--- config.mk ---
export PLATFORM = sky130hd
export DESIGN_NAME = calib_result_and_enhance_regs
export DESIGN_NICKNAME = d
export VERILOG_FILES = /design/src/calib_pkg.sv /design/src/cal_field.sv /design/src/tone_clock_gen.sv /design/src/calib_result_and_enhance_regs.sv
export VERILOG_INCLUDE_DIRS = /design/src
export SDC_FILE = /design/constraint.sdc
export NUM_CORES = 1
export LEC_CHECK = 0
export BUFFER_PORTS_ARGS = -buffer_cell sky130_fd_sc_hd__buf_2
export CORE_MARGIN = 2
export CORE_UTILIZATION = 37
export CTS_CLUSTER_DIAMETER = 60
export DETAILED_ROUTE_END_ITERATION = 16
export GPL_TIMING_DRIVEN = 0
export PLACE_DENSITY = 0.58
export SYNTH_ARGS = -nofsm -noshare
export SYNTH_HDL_FRONTEND = slang
export SYNTH_SLANG_ARGS = --single-unit
--- constraint.sdc ---
create_clock -name mclk -period 2.45 [get_ports mclk]
set_input_delay 0.3675 -clock mclk [delete_from_list [all_inputs] [get_ports mclk]]
set_output_delay 0.3675 -clock mclk [all_outputs]
set_load 0.01 [all_outputs]
--- src/calib_params.svh ---
`ifndef CALIB_PARAMS_SVH
`define CALIB_PARAMS_SVH

// ****************************************
// register offsets
// ****************************************
`define OFS_TIP_GAIN_MISMATCH     8'h63
`define OFS_DIFF_DAC_GAIN         8'h64
`define OFS_CM_DAC_GAIN           8'h65
`define OFS_CURRENT_LIMIT_CAL     8'h66
`define OFS_MONITOR_ADC_OFFSET    8'h67
`define OFS_ANALOG_OFFSET_TRIM    8'h68
`define OFS_AUDIO_DAC_OFFSET      8'h69
`define OFS_CM_BALANCE            8'h6a
`define OFS_DC_PEAK_MONITOR       8'h6b
`define OFS_ENHANCEMENT_ENABLES   8'h6c

// ****************************************
// reset values
// ****************************************
`define RST_TIP_GAIN_MISMATCH     5'h10
`define RST_DIFF_DAC_GAIN         5'h11
`define RST_CM_DAC_GAIN           5'h11
`define RST_CURRENT_LIMIT_CAL     4'h8
`define RST_MONITOR_ADC_OFFSET    8'h88
`define RST_ANALOG_OFFSET_TRIM    4'h0
`define RST_AUDIO_DAC_OFFSET      8'h00
`define RST_CM_BALANCE            6'h20
`define RST_DC_PEAK_MONITOR       4'h8
`define RST_ENHANCEMENT_ENABLES   8'h00

// ****************************************
// enhancement field positions
// ****************************************
`define BIT_RING_END_BOOST        7
`define BIT_FAST_TONE_CLOCK       6
`define BIT_CONVERTER_SPEEDUP     5
`define BIT_EXT_IMPEDANCE_REF     4
`define BIT_BATT_SWITCH_DEBOUNCE  3
`define BIT_VOLTAGE_CLOSURE       2
`define BIT_CONVERTER_SQUELCH     1
`define BIT_CLOSURE_HYSTERESIS    0

// ****************************************
// analog trim field positions
// ****************************************
`define BIT_DAC_POS_TRIM          3
`define BIT_DAC_NEG_TRIM          2
`define BIT_ADC_POS_TRIM          1
`define BIT_ADC_NEG_TRIM          0

// ****************************************
// timing
// ****************************************
`define MCLK_HZ                   20000000
`define TONE_FAST_HZ              24000
`define TONE_SLOW_HZ              8000
`define CURRENT_BOOST_MA          41

// ****************************************
// indirect coefficient addresses
// ****************************************
`define FSK_COEF_FIRST_ADDR       8'h63
`define FSK_COEF_LAST_ADDR        8'h68
`define HYST_UPPER_ADDR           8'h1c
`define HYST_LOWER_ADDR           8'h2b

`endif

--- src/calib_pkg.sv ---
package calib_pkg;

    typedef logic [7:0] reg_byte_type;

    typedef enum logic [1:0] {
        RATE_SLOW = 2'b01,
        RATE_FAST = 2'b10
    } tone_rate_type;

endpackage : calib_pkg

--- src/cal_field.sv ---
`timescale 1ns/1ps
`default_nettype none

module cal_field #(
    parameter int          WIDTH     = 8,
    parameter logic [7:0]  RESET_VAL = 8'h00
) (
    input  wire logic             mclk,
    input  wire logic             srst,
    input  wire logic             sw_we,
    input  wire logic [WIDTH-1:0] sw_data,
    input  wire logic             hw_we,
    input  wire logic [WIDTH-1:0] hw_data,
    output logic      [WIDTH-1:0] value_q
);

    // a finishing calibration beats a same-cycle software write
    always_ff @(posedge mclk) begin
        if (srst) begin
            value_q <= RESET_VAL[WIDTH-1:0];
        end else if (hw_we) begin
            value_q <= hw_data;
        end else if (sw_we) begin
            value_q <= sw_data;
        end
    end

endmodule : cal_field

`default_nettype wire

--- src/tone_clock_gen.sv ---
`timescale 1ns/1ps
`default_nettype none
`include "calib_params.svh"

module tone_clock_gen
    import calib_pkg::*;
(
    input  wire logic          mclk,
    input  wire logic          srst,
    input  wire tone_rate_type rate,
    output logic               tick_q
);

    // shortest period rounds down
    localparam int FAST_DIV = `MCLK_HZ / `TONE_FAST_HZ;
    localparam int SLOW_DIV = `MCLK_HZ / `TONE_SLOW_HZ;

    logic [11:0] count_q;
    logic [11:0] limit;

    assign limit = (rate == RATE_FAST) ? 12'(FAST_DIV - 1) : 12'(SLOW_DIV - 1);

    // restart the count on a rate change so a full new-rate period follows the change
    tone_rate_type rate_q;

    always_ff @(posedge mclk) begin
        if (srst) begin
            rate_q <= RATE_SLOW;
        end else begin
            rate_q <= rate;
        end
    end

    always_ff @(posedge mclk) begin
        if (srst || rate != rate_q || count_q >= limit) begin
            count_q <= 12'h000;
        end else begin
            count_q <= count_q + 12'h001;
        end
    end

    always_ff @(posedge mclk) begin
        if (srst) begin
            tick_q <= 1'b0;
        end else begin
            tick_q <= (rate == rate_q) && (count_q == limit);
        end
    end

    // ****************************************
    // checks
    // ****************************************
    // a rate change spoils the period being timed, so only clean periods are checked
    logic [11:0] tick_gap_q;
    logic        period_clean_q;

    always_ff @(posedge mclk) begin
        if (srst || tick_q) begin
            tick_gap_q <= 12'h000;
        end else begin
            tick_gap_q <= tick_gap_q + 12'h001;
        end
    end

    always_ff @(posedge mclk) begin
        if (srst || rate != rate_q) begin
            period_clean_q <= 1'b0;
        end else if (tick_q) begin
            period_clean_q <= 1'b1;
        end
    end
endmodule : tone_clock_gen

`default_nettype wire

--- src/calib_result_and_enhance_regs.sv ---
// Behaviour
// - tip mismatch result is five low bits, resets to 16, bits 7:5 read zero
// - differential gain result is five low bits, read/write, resets to 17
// - common-mode gain result is five low bits, read/write, resets to 17
// - current limit result is four low bits, read/write, resets to 8
// - monitor offset register holds two nibble results, each resetting to 8
// - analog trim holds four separate bits at 3..0, all reset clear
// - audio dac offset result fills all eight bits, resets to zero
// - balance result is six low bits, resets to 32, top two read zero
// - peak monitor result is the low nibble, resets to 8
// - enhancement register resets to zero, present only on later revisions
// - boost bit raises loop current limit to 41 mA after ring bursts
// - fast tone bit with fsk flag clocks tone one at 24 kHz, else 8 kHz
// - fast tone mode uses dedicated coefficients at indirect addresses 99 to 104
// - fast tone mode steps oscillator one cadence timers in 41.67 us ticks
// - speedup bit selects the multi-threshold converter control algorithm
// - speedup bit exists only on the on-chip converter variant
// - external reference bit disconnects the internal impedance resistor
// - voltage closure bit bases loop closure on tip-ring voltage
// - hysteresis bit applies upper and lower closure thresholds
// - squelch bit quiets converter noise on the on-chip converter variant
`timescale 1ns/1ps
`default_nettype none
`include "calib_params.svh"

module calib_result_and_enhance_regs
    import calib_pkg::*;
#(
    parameter bit          HAS_CONVERTER  = 1'b1,
    parameter bit          REV_C_OR_LATER = 1'b1,
    parameter int          LIMIT_WIDTH    = 5,
    parameter logic [4:0]  BOOST_LIMIT    = 5'h1f
) (
    input  wire logic                   mclk,
    input  wire logic                   srst,
    input  wire logic [7:0]             addr,
    input  wire logic [7:0]             wdata,
    input  wire logic                   wr_stb,
    input  wire logic                   rd_stb,
    output reg_byte_type                rdata_q,
    input  wire logic [8:0]             cal_load,
    input  wire logic [7:0]             cal_data,
    input  wire logic                   fsk_mode_flag,
    input  wire logic                   ring_end_window,
    input  wire logic [LIMIT_WIDTH-1:0] programmed_current_limit,
    output logic [4:0]                  tip_mismatch_value,
    output logic [4:0]                  diff_gain_value,
    output logic [4:0]                  cm_gain_value,
    output logic [3:0]                  current_limit_trim,
    output logic [3:0]                  monitor_offset_first,
    output logic [3:0]                  monitor_offset_second,
    output logic                        dac_pos_trim,
    output logic                        dac_neg_trim,
    output logic                        adc_pos_trim,
    output logic                        adc_neg_trim,
    output logic [7:0]                  audio_dac_offset_value,
    output logic [5:0]                  longitudinal_balance_value,
    output logic [3:0]                  peak_monitor_trim,
    output logic [LIMIT_WIDTH-1:0]      loop_current_limit_q,
    output logic                        tone_osc_one_tick,
    output logic                        tone_fast_active,
    output logic [7:0]                  osc_coef_base_addr,
    output logic                        cadence_tick,
    output logic                        converter_speedup,
    output logic                        external_impedance_reference,
    output logic                        battery_switch_debounce,
    output logic                        voltage_based_closure,
    output logic                        converter_noise_squelch,
    output logic                        closure_hysteresis_enable,
    output logic [7:0]                  hyst_upper_addr,
    output logic [7:0]                  hyst_lower_addr
);

    // ****************************************
    // decode helpers
    // ****************************************
    localparam logic [7:0] STD_COEF_ADDR = 8'h00;

    // converter-only bits vanish on the external-battery variant
    localparam logic [7:0] ENH_MASK =
        (!REV_C_OR_LATER) ? 8'h00 :
        HAS_CONVERTER ? 8'hf7 : 8'hdd;

    function automatic logic [3:0] reg_index(input logic [7:0] a);
        logic [3:0] idx;
        idx = 4'hf;
        if (a >= `OFS_TIP_GAIN_MISMATCH && a <= `OFS_ENHANCEMENT_ENABLES) begin
            idx = 4'(a - `OFS_TIP_GAIN_MISMATCH);
        end
        return idx;
    endfunction : reg_index

    logic [3:0]  wr_idx;
    logic [3:0]  rd_idx;
    logic [9:0]  sw_we;

    assign wr_idx = reg_index(addr);
    assign rd_idx = wr_idx;

    always_comb begin
        sw_we = '0;
        if (wr_stb && wr_idx <= 4'h9) begin
            sw_we[wr_idx] = 1'b1;
        end
    end

    // ****************************************
    // calibration result fields
    // ****************************************
    cal_field #(.WIDTH(5), .RESET_VAL({3'h0, `RST_TIP_GAIN_MISMATCH})) u_tip (
        .mclk    (mclk),
        .srst    (srst),
        .sw_we   (sw_we[0]),
        .sw_data (wdata[4:0]),
        .hw_we   (cal_load[0]),
        .hw_data (cal_data[4:0]),
        .value_q (tip_mismatch_value)
    );

    cal_field #(.WIDTH(5), .RESET_VAL({3'h0, `RST_DIFF_DAC_GAIN})) u_diff (
        .mclk    (mclk),
        .srst    (srst),
        .sw_we   (sw_we[1]),
        .sw_data (wdata[4:0]),
        .hw_we   (cal_load[1]),
        .hw_data (cal_data[4:0]),
        .value_q (diff_gain_value)
    );

    cal_field #(.WIDTH(5), .RESET_VAL({3'h0, `RST_CM_DAC_GAIN})) u_cm (
        .mclk    (mclk),
        .srst    (srst),
        .sw_we   (sw_we[2]),
        .sw_data (wdata[4:0]),
        .hw_we   (cal_load[2]),
        .hw_data (cal_data[4:0]),
        .value_q (cm_gain_value)
    );

    cal_field #(.WIDTH(4), .RESET_VAL({4'h0, `RST_CURRENT_LIMIT_CAL})) u_programmed_current_limit (
        .mclk    (mclk),
        .srst    (srst),
        .sw_we   (sw_we[3]),
        .sw_data (wdata[3:0]),
        .hw_we   (cal_load[3]),
        .hw_data (cal_data[3:0]),
        .value_q (current_limit_trim)
    );

    logic [7:0] monitor_q;

    cal_field #(.WIDTH(8), .RESET_VAL(`RST_MONITOR_ADC_OFFSET)) u_mon (
        .mclk    (mclk),
        .srst    (srst),
        .sw_we   (sw_we[4]),
        .sw_data (wdata),
        .hw_we   (cal_load[4]),
        .hw_data (cal_data),
        .value_q (monitor_q)
    );

    assign monitor_offset_first  = monitor_q[7:4];
    assign monitor_offset_second = monitor_q[3:0];

    logic [3:0] trim_q;

    cal_field #(.WIDTH(4), .RESET_VAL({4'h0, `RST_ANALOG_OFFSET_TRIM})) u_trim (
        .mclk    (mclk),
        .srst    (srst),
        .sw_we   (sw_we[5]),
        .sw_data (wdata[3:0]),
        .hw_we   (cal_load[5]),
        .hw_data (cal_data[3:0]),
        .value_q (trim_q)
    );

    assign dac_pos_trim = trim_q[`BIT_DAC_POS_TRIM];
    assign dac_neg_trim = trim_q[`BIT_DAC_NEG_TRIM];
    assign adc_pos_trim = trim_q[`BIT_ADC_POS_TRIM];
    assign adc_neg_trim = trim_q[`BIT_ADC_NEG_TRIM];

    cal_field #(.WIDTH(8), .RESET_VAL(`RST_AUDIO_DAC_OFFSET)) u_audio_dac_offset_value (
        .mclk    (mclk),
        .srst    (srst),
        .sw_we   (sw_we[6]),
        .sw_data (wdata),
        .hw_we   (cal_load[6]),
        .hw_data (cal_data),
        .value_q (audio_dac_offset_value)
    );

    cal_field #(.WIDTH(6), .RESET_VAL({2'h0, `RST_CM_BALANCE})) u_bal (
        .mclk    (mclk),
        .srst    (srst),
        .sw_we   (sw_we[7]),
        .sw_data (wdata[5:0]),
        .hw_we   (cal_load[7]),
        .hw_data (cal_data[5:0]),
        .value_q (longitudinal_balance_value)
    );

    cal_field #(.WIDTH(4), .RESET_VAL({4'h0, `RST_DC_PEAK_MONITOR})) u_peak (
        .mclk    (mclk),
        .srst    (srst),
        .sw_we   (sw_we[8]),
        .sw_data (wdata[3:0]),
        .hw_we   (cal_load[8]),
        .hw_data (cal_data[3:0]),
        .value_q (peak_monitor_trim)
    );

    // ****************************************
    // enhancement enables
    // ****************************************
    logic [7:0] enh_q;

    // unimplemented bits never store, so they read zero
    always_ff @(posedge mclk) begin
        if (srst) begin
            enh_q <= `RST_ENHANCEMENT_ENABLES;
        end else if (sw_we[9]) begin
            enh_q <= wdata & ENH_MASK;
        end
    end

    assign converter_speedup            = enh_q[`BIT_CONVERTER_SPEEDUP];
    assign external_impedance_reference = enh_q[`BIT_EXT_IMPEDANCE_REF];
    assign battery_switch_debounce      = enh_q[`BIT_BATT_SWITCH_DEBOUNCE];
    assign voltage_based_closure        = enh_q[`BIT_VOLTAGE_CLOSURE];
    assign converter_noise_squelch      = enh_q[`BIT_CONVERTER_SQUELCH];
    assign closure_hysteresis_enable    = enh_q[`BIT_CLOSURE_HYSTERESIS];
    assign hyst_upper_addr              = `HYST_UPPER_ADDR;
    assign hyst_lower_addr              = `HYST_LOWER_ADDR;

    // ****************************************
    // current limit boost
    // ****************************************
    always_ff @(posedge mclk) begin
        if (srst) begin
            loop_current_limit_q <= '0;
        end else if (enh_q[`BIT_RING_END_BOOST] && ring_end_window) begin
            loop_current_limit_q <= LIMIT_WIDTH'(BOOST_LIMIT);
        end else begin
            loop_current_limit_q <= programmed_current_limit;
        end
    end

    // ****************************************
    // tone generator one clocking
    // ****************************************
    tone_rate_type tone_rate;

    assign tone_fast_active = enh_q[`BIT_FAST_TONE_CLOCK] && fsk_mode_flag;
    assign tone_rate        = tone_fast_active ? RATE_FAST : RATE_SLOW;

    tone_clock_gen u_tone (
        .mclk   (mclk),
        .srst   (srst),
        .rate   (tone_rate),
        .tick_q (tone_osc_one_tick)
    );

    // dedicated coefficients only while the fast clock runs
    assign osc_coef_base_addr = tone_fast_active ? `FSK_COEF_FIRST_ADDR : STD_COEF_ADDR;
    // cadence timers share the tone tick, so fast mode gives 41.67 us steps
    assign cadence_tick = tone_osc_one_tick;

    // ****************************************
    // read port
    // ****************************************
    always_ff @(posedge mclk) begin
        if (srst || !rd_stb) begin
            rdata_q <= 8'h00;
        end else begin
            case (rd_idx)
                4'h0:    rdata_q <= {3'h0, tip_mismatch_value};
                4'h1:    rdata_q <= {3'h0, diff_gain_value};
                4'h2:    rdata_q <= {3'h0, cm_gain_value};
                4'h3:    rdata_q <= {4'h0, current_limit_trim};
                4'h4:    rdata_q <= monitor_q;
                4'h5:    rdata_q <= {4'h0, trim_q};
                4'h6:    rdata_q <= audio_dac_offset_value;
                4'h7:    rdata_q <= {2'h0, longitudinal_balance_value};
                4'h8:    rdata_q <= {4'h0, peak_monitor_trim};
                4'h9:    rdata_q <= enh_q;
                default: rdata_q <= 8'h00;
            endcase
        end
    end
endmodule : calib_result_and_enhance_regs

`default_nettype wire

Yosys cells after proc, flatten, opt, wreduce, memory -nomap -nowiden
Cells that the tools add are included.
Storage, ports and cells
  flip-flop bits (word level): 84
  memories: 0
  memory bits (read-only): 0
  bits in writable memories: 0
  output and inout bits: 95
  latch bits: 0
Operators by class
  $mul: 0
  bitwise operators: 0
  div/mod/pow operators: 0
  magnitude comparators: 6
  eq/ne operators: 13
  add/subtract/negate cells: 2
  reductions and logical operators: 20
  shift operators: 0
  mux-type cells: 27
Operators with widths (count)
  $pmux W8 S10: 1
  $mux W5: 7
  $mux W8: 4
  $mux W4: 7
  $reduce_bool A2 Y1: 9
  $eq A4 B3 Y1 const B: 4
  $add A12 B1 Y12 const B: 1
  $eq A12 B12 Y1: 1
  $ge A12 B12 Y1: 1
  $mux W12: 1
  $mux W6: 2
  $mux W10: 1
  $eq A4 B2 Y1 const B: 2
  $eq A4 B4 Y1 const B: 2
  $ge A8 B7 Y1 const B: 1
  $le A8 B7 Y1 const B: 1
  $mux W7: 1
  $logic_and A1 B1 Y1: 6
  $lt A4 B5 Y1 const B: 1
  $demux W1 S4: 1
  $eq A4 B1 Y1 const B: 1
  $ge A4 B1 Y1 const B: 1
  $le A4 B4 Y1 const B: 1
  $logic_not A4 Y1: 1
  8 further kinds: 10

Longest topological paths before layout
  word-level depth: 10
  depth in mapped cells: 10
  depth with buffers taken out: 8

Hierarchy
A second synthesis with hierarchy kept.
Second synthesis, totals
  cell total of the unflattened synthesis: 528
  area total of the unflattened synthesis: 4952.2 sq um
Modules (own cells, without submodules)
  calib_result_and_enhance_regs: area an instance 1781.7 sq um, cells each 222, times used 1
  tone_clock_gen: area an instance 879.6 sq um, cells each 83, times used 1
  cal_field (u_cm ...): area an instance 235.2 sq um, cells each 23, times used 2
  cal_field (u_peak ...): area an instance 186.4 sq um, cells each 19, times used 2
  cal_field (u_mon): area an instance 371.6 sq um, cells each 36, times used 1
  cal_field (u_audio_dac_offset_value): area an instance 369.1 sq um, cells each 35, times used 1
  cal_field (u_bal): area an instance 280.3 sq um, cells each 27, times used 1
  cal_field (u_tip): area an instance 236.5 sq um, cells each 23, times used 1
  cal_field (u_trim): area an instance 190.2 sq um, cells each 18, times used 1

Least setup slack after synthesis
OpenSTA, ideal clock, no wires.
  path type: input -> register
  from: in addr[0]
  to: reg rdata_q[2]
  path slack: 0.133 ns
  stages: 9
  path buffers: 2
  data required time: 2.321 ns
  arrival time: 2.188 ns
  path through: buf_2 inv_1 ha_1 nor2b_1 or4_4 buf_6 a221o_1 a32oi_1 a21oi_1
Between the ends
  longest elaborated chain between the ends: 5
  elaborated cells between the ends (all ways): 16
RTL lines
  start, declared: RTL line calib_result_and_enhance_regs.sv:36  | input wire logic [7:0] addr,
  $ge A8 B7 Y1 (no line) or $le A8 B7 Y1 (tied branches)
  $logic_and A1 B1 Y1 (no line)
  $mux W4 (*): RTL line calib_result_and_enhance_regs.sv:87  | if (a >= `OFS_TIP_GAIN_MISMATCH && a <= `OFS_ENHANCEMENT_ENABLES) begin
  $eq A4 B4 Y1 (tied with other cells): RTL line calib_result_and_enhance_regs.sv:275  | case (rd_idx)
  $pmux W8 S10 (*): RTL line calib_result_and_enhance_regs.sv:275
  end signal, assigned: RTL line calib_result_and_enhance_regs.sv:276  | 4'h0: rdata_q <= {3'h0, tip_mismatch_value};
  end signal, assigned: RTL line calib_result_and_enhance_regs.sv:277  | 4'h1: rdata_q <= {3'h0, diff_gain_value};
  end signal, assigned: RTL line calib_result_and_enhance_regs.sv:278  | 4'h2: rdata_q <= {3'h0, cm_gain_value};
  end, declared: RTL line calib_result_and_enhance_regs.sv:40  | output reg_byte_type rdata_q,
Mark *: on every way between the ends. The rest lies on a longest branch, timed or not.
A chain may end at the register's enable or synchronous reset.

Final worst setup path
Same ends and word-level chain as after synthesis.

==> summary.md <==
| Metric | Value |
|---|---|
| Status | completed |
| Grt ovf | 0 |
| Yosys reg bits | 84 |
| Initial core utilization | 0.382 |
| Vias in the first global route | 4,368 |
| Area after DPL | between 5000 and 6000 sq um |
| Post-route ant nets | 0 |
| Setup_tns | 0 ns |
| Synth top area share | 0.348 |
| Syn Area/Cell | 9.14 sq um |
| MaxCap Viol Count | 0 |
| CP max stage cell | or4_4 |
| Max Freq | between 0.4 and 0.5 GHz |
| Int Pwr | 2.44 mW |
| Worst reg2reg path depth | 9 |
| Cell family with most CP delay | simple AND/OR/NAND/NOR gates |
| Initial antenna violation count | 0 |
| WP data required | 2.67 ns |
| # DRC | 0 |
| Worst r2r src | enh_q[6] |
| Most frequent cells in the layout | buf_2, dfxtp_1, nor2_1 |
| First-pass GRT wire length | 23,800 um |
| Nets | 713 |
| Combinational share of power | 0.182 |
| Worst VDD drop | slightly above 300 uV |
| Critical Path Max Stage Delay | 0.49 ns |
| Leading area contributor after synthesis | dfxtp_1 |
| Normalized max-slew margin | 0.521 |
| Final period utilization | 0.966 |
| Static Leakage | 2.61 nW |
| Cts bufs inserted | 9 |
| Clock Sink Count | 84 |
| # fillers | roughly 1,300 |
| Post-Synthesis Cell Area | 4840 sq um |
| Clock skew | 0.00752 ns |
| Clock Latency Late Sink | 0.35 ns |
| Hold Path Class | in2reg |
| H-tree Lvls | 3 |
| Fin crit period | 2.37 ns |
| Most common cell after layout, fill and taps aside | buf_2 |
| Top FF cell, synth | dfxtp_1 |
| Number of synthesized flops with an enable pin | 0 |
| First DRT Iteration DRCs | roughly 250 |
| HP Start | programmed_current_limit[3] |
| Clk slew on worst S/H paths | 0.06 ns |
| Post-CTS Setup Inserts | 0 |
| Hold_ws | 0.226 ns |
| Largest net degree at the start of global routing | 14 |
| Dpl cells | between 800 and 900 |
| P_sw | 0.984 mW |
| Share of cells above drive strength 1 | 0.328 |
| RePlAce Congestion | 0.922 |
| Hold depth | 3 |
| Unrepaired setup endpoints after global routing | false |
| Clock network power share | 0.381 |
| Worst slew pin tran | 0.718 ns |
| Chip width | roughly 120 um |
| Syn Inst Count | approximately 530 |
| Global router's overall resource usage | 0.218 |
| Synth cell types | 60 |
| CP Class | in2reg |
| DR pass1 iterations | 5 |
| Seq pwr share | 0.437 |
| I/O Pins | 139 |
| Sw Ratio | 0.287 |
| Cells taking the most area after synthesis | dfxtp_1, mux2i_1, mux2_2 |
| Worst path cell trace | buf_2, clkbuf_4, inv_1, ha_2, and3b_2, or4_4, buf_6, a221o_1, a32oi_2, a21oi_2 |
| Post-synth ARST share | 0 |
| Core Region | between 10,000 and 15,000 sq um |
| R2R Setup Slk | 0.22 ns |
| Root Buffer | clkbuf_16 |
| Hold Path End | loop_current_limit_q[3] |
| CP bufs+invs | 4 |
| Final Hold Fails | 0 |
| Routed len/inst | ~18 um |
| Std cell rows | 41 |
| Post-DP HPWL | 11,700 um |
| # setup viols final | 0 |
| Post-CTS Hold Buffers | 0 |
| Register area share after synthesis | 0.348 |
| Pwr Density | between 500 and 600 nW/um^2 |
| Area grow syn2layout | 23.8% |
| CTS tree | built |
| Critical Path Start Type | input port |
| Ant diodes | 0 |
| Maximum clock path buffer count | 2 |
| Port Buf Inserts | 102 |
| Worst R2R End | u_tone.count_q[8] |
| Critical path data arrival time | 2.58 ns |
| Yosys warnings | 0 |
| Slew Limit Fails | 0 |
| Mean number of vias per cell | 5.26 |
| Die ar. | 14,000 sq um |
| Post-route cell area | 5990 sq um |
| Final non-filler cell total | ~840 |
| DRT Wirelength | 15,400 um |
| Critical Path Fanout Max | 10 |
| Crit end category | flop |
| Die Y | 118 um |
| Detailed-route via count | 4,405 |
[cell type report]
cell class              instances  area [sq um]  area share
inverters                       9          33.8     0.00564
repair buffers                102           510      0.0852
well taps                     172           215      0.0359
clock buffers                  12           256      0.0428
multi-input cells             390          2890       0.482
plain buffers                  65           382      0.0637
clock inverters                 3          22.5     0.00376
flip-flops and latches         84          1680       0.281
[state kept, by name, indices dropped and copies added (netlist names)]
register and cells:
enh_q 7, u_cm.value_q 5, rdata_q 8, u_trim.value_q 4, loop_current_limit_q 5, u_diff.value_q 5
u_tone.tick_q 1, u_bal.value_q 6, u_peak.value_q 4, u_tone.rate_q 2, u_programmed_current_limit.value_q 4, u_tone.count_q 12
u_tip.value_q 5, u_audio_dac_offset_value.value_q 8, u_mon.value_q 8
[worst max-delay path by stage]
stage	depth (start not counted)	slack, ns	start	to
final	10	0.08	addr[0]	rdata_q[2]
after global routing	9	0.004	addr[1]	u_audio_dac_offset_value.value_q[7]
after global placement	10	-0.56	addr[0]	u_trim.value_q[0]
after CTS	10	0.05	addr[0]	rdata_q[2]
after floorplan	9	0.13	addr[0]	rdata_q[2]
after detailed placement	10	-0.56	addr[0]	u_trim.value_q[0]
[metal layers]
metal / vias up / wire length [um] / global-route usage
met2: 143 / 7110 / 0.345
met5: - / 0 / 0
met1: 2102 / 6900 / 0.283
met4: 0 / 394 / 0.0949
met3: 30 / 948 / 0.0483
li1: 2130 / - / -
[cells by family (layout without fill, tap and decap cells)]
group,count (synthesis),in the layout,synth area share
adders and majority gates,8,8,0.0207
DFF,84,84,0.348
AOI/OAI and AO/OA,95,95,0.160
and+or+nand+nor,169,169,0.178
buffers and inverters,74,191,0.0854
xor gates and xnor gates,12,12,0.0217
other,2,21,0.00155
muxes,85,85,0.185
[power by group through the flow]
stage | Combinational (mW) | Sequential [mW] | Clock (mW)
after floorplan | 0.376 | 1.54 | 0
after global placement | 0.596 | 1.53 | 0
after detailed placement | 0.606 | 1.53 | 0
after CTS | 0.610 | 1.50 | 1.32
after global routing | 0.676 | 1.50 | 1.38
final | 0.623 | 1.50 | 1.30
[per-stage QoR]
stage / power [mW] / util / setup slack (ns)
CTS: 3.42 / 0.468 / 0.0505
detailed placement: 2.13 / 0.445 / -0.558
finish: 3.42 / 0.473 / 0.0822
global placement: 2.12 / 0.445 / -0.565
global route: 3.56 / 0.473 / 0.00402
floorplan: 1.91 / - / 0.133
[synthesized netlist by cell type, drive strengths merged, types with 2 or more instances]
master,n
nor2,62
a211oi,25
mux2,34
a22o,3
a31o,3
nand4,4
and3b,2
nand3,13
and4,2
a22oi,7
a41oi,4
nand2,23
a32o,3
buf,48
xnor2,5
nor2b,15
a32oi,4
clkbuf,17
nand2b,11
a21o,3
a21oi,16
nand4b,4
o2bb2ai,3
or4,3
mux2i,51
inv,9
a21boi,3
o21ai,6
xor2,7
ha,8
dfxtp,84
conb,2
and2,2
nor3,13
a31oi,6
or3b,3
nand3b,3
nor4,2
and3,2
o31a,2
[what timing repair did]
item	CTS	global route
pin swaps	0	1
setup endpoints to repair	10	23
resized for setup	3	12
[worst register-to-register path, delay by kind of cell (launching register included)]
kind,cells,cell delay [ns]
AO/OA/AOI/OAI,3,0.62
adder cells (fa/ha/maj),1,0.26
buffers and inverters,2,0.36
AND/OR/NAND/NOR,3,0.51
flip-flops,1,0.39
Note: power is estimated with default switching activity, not from simulation.
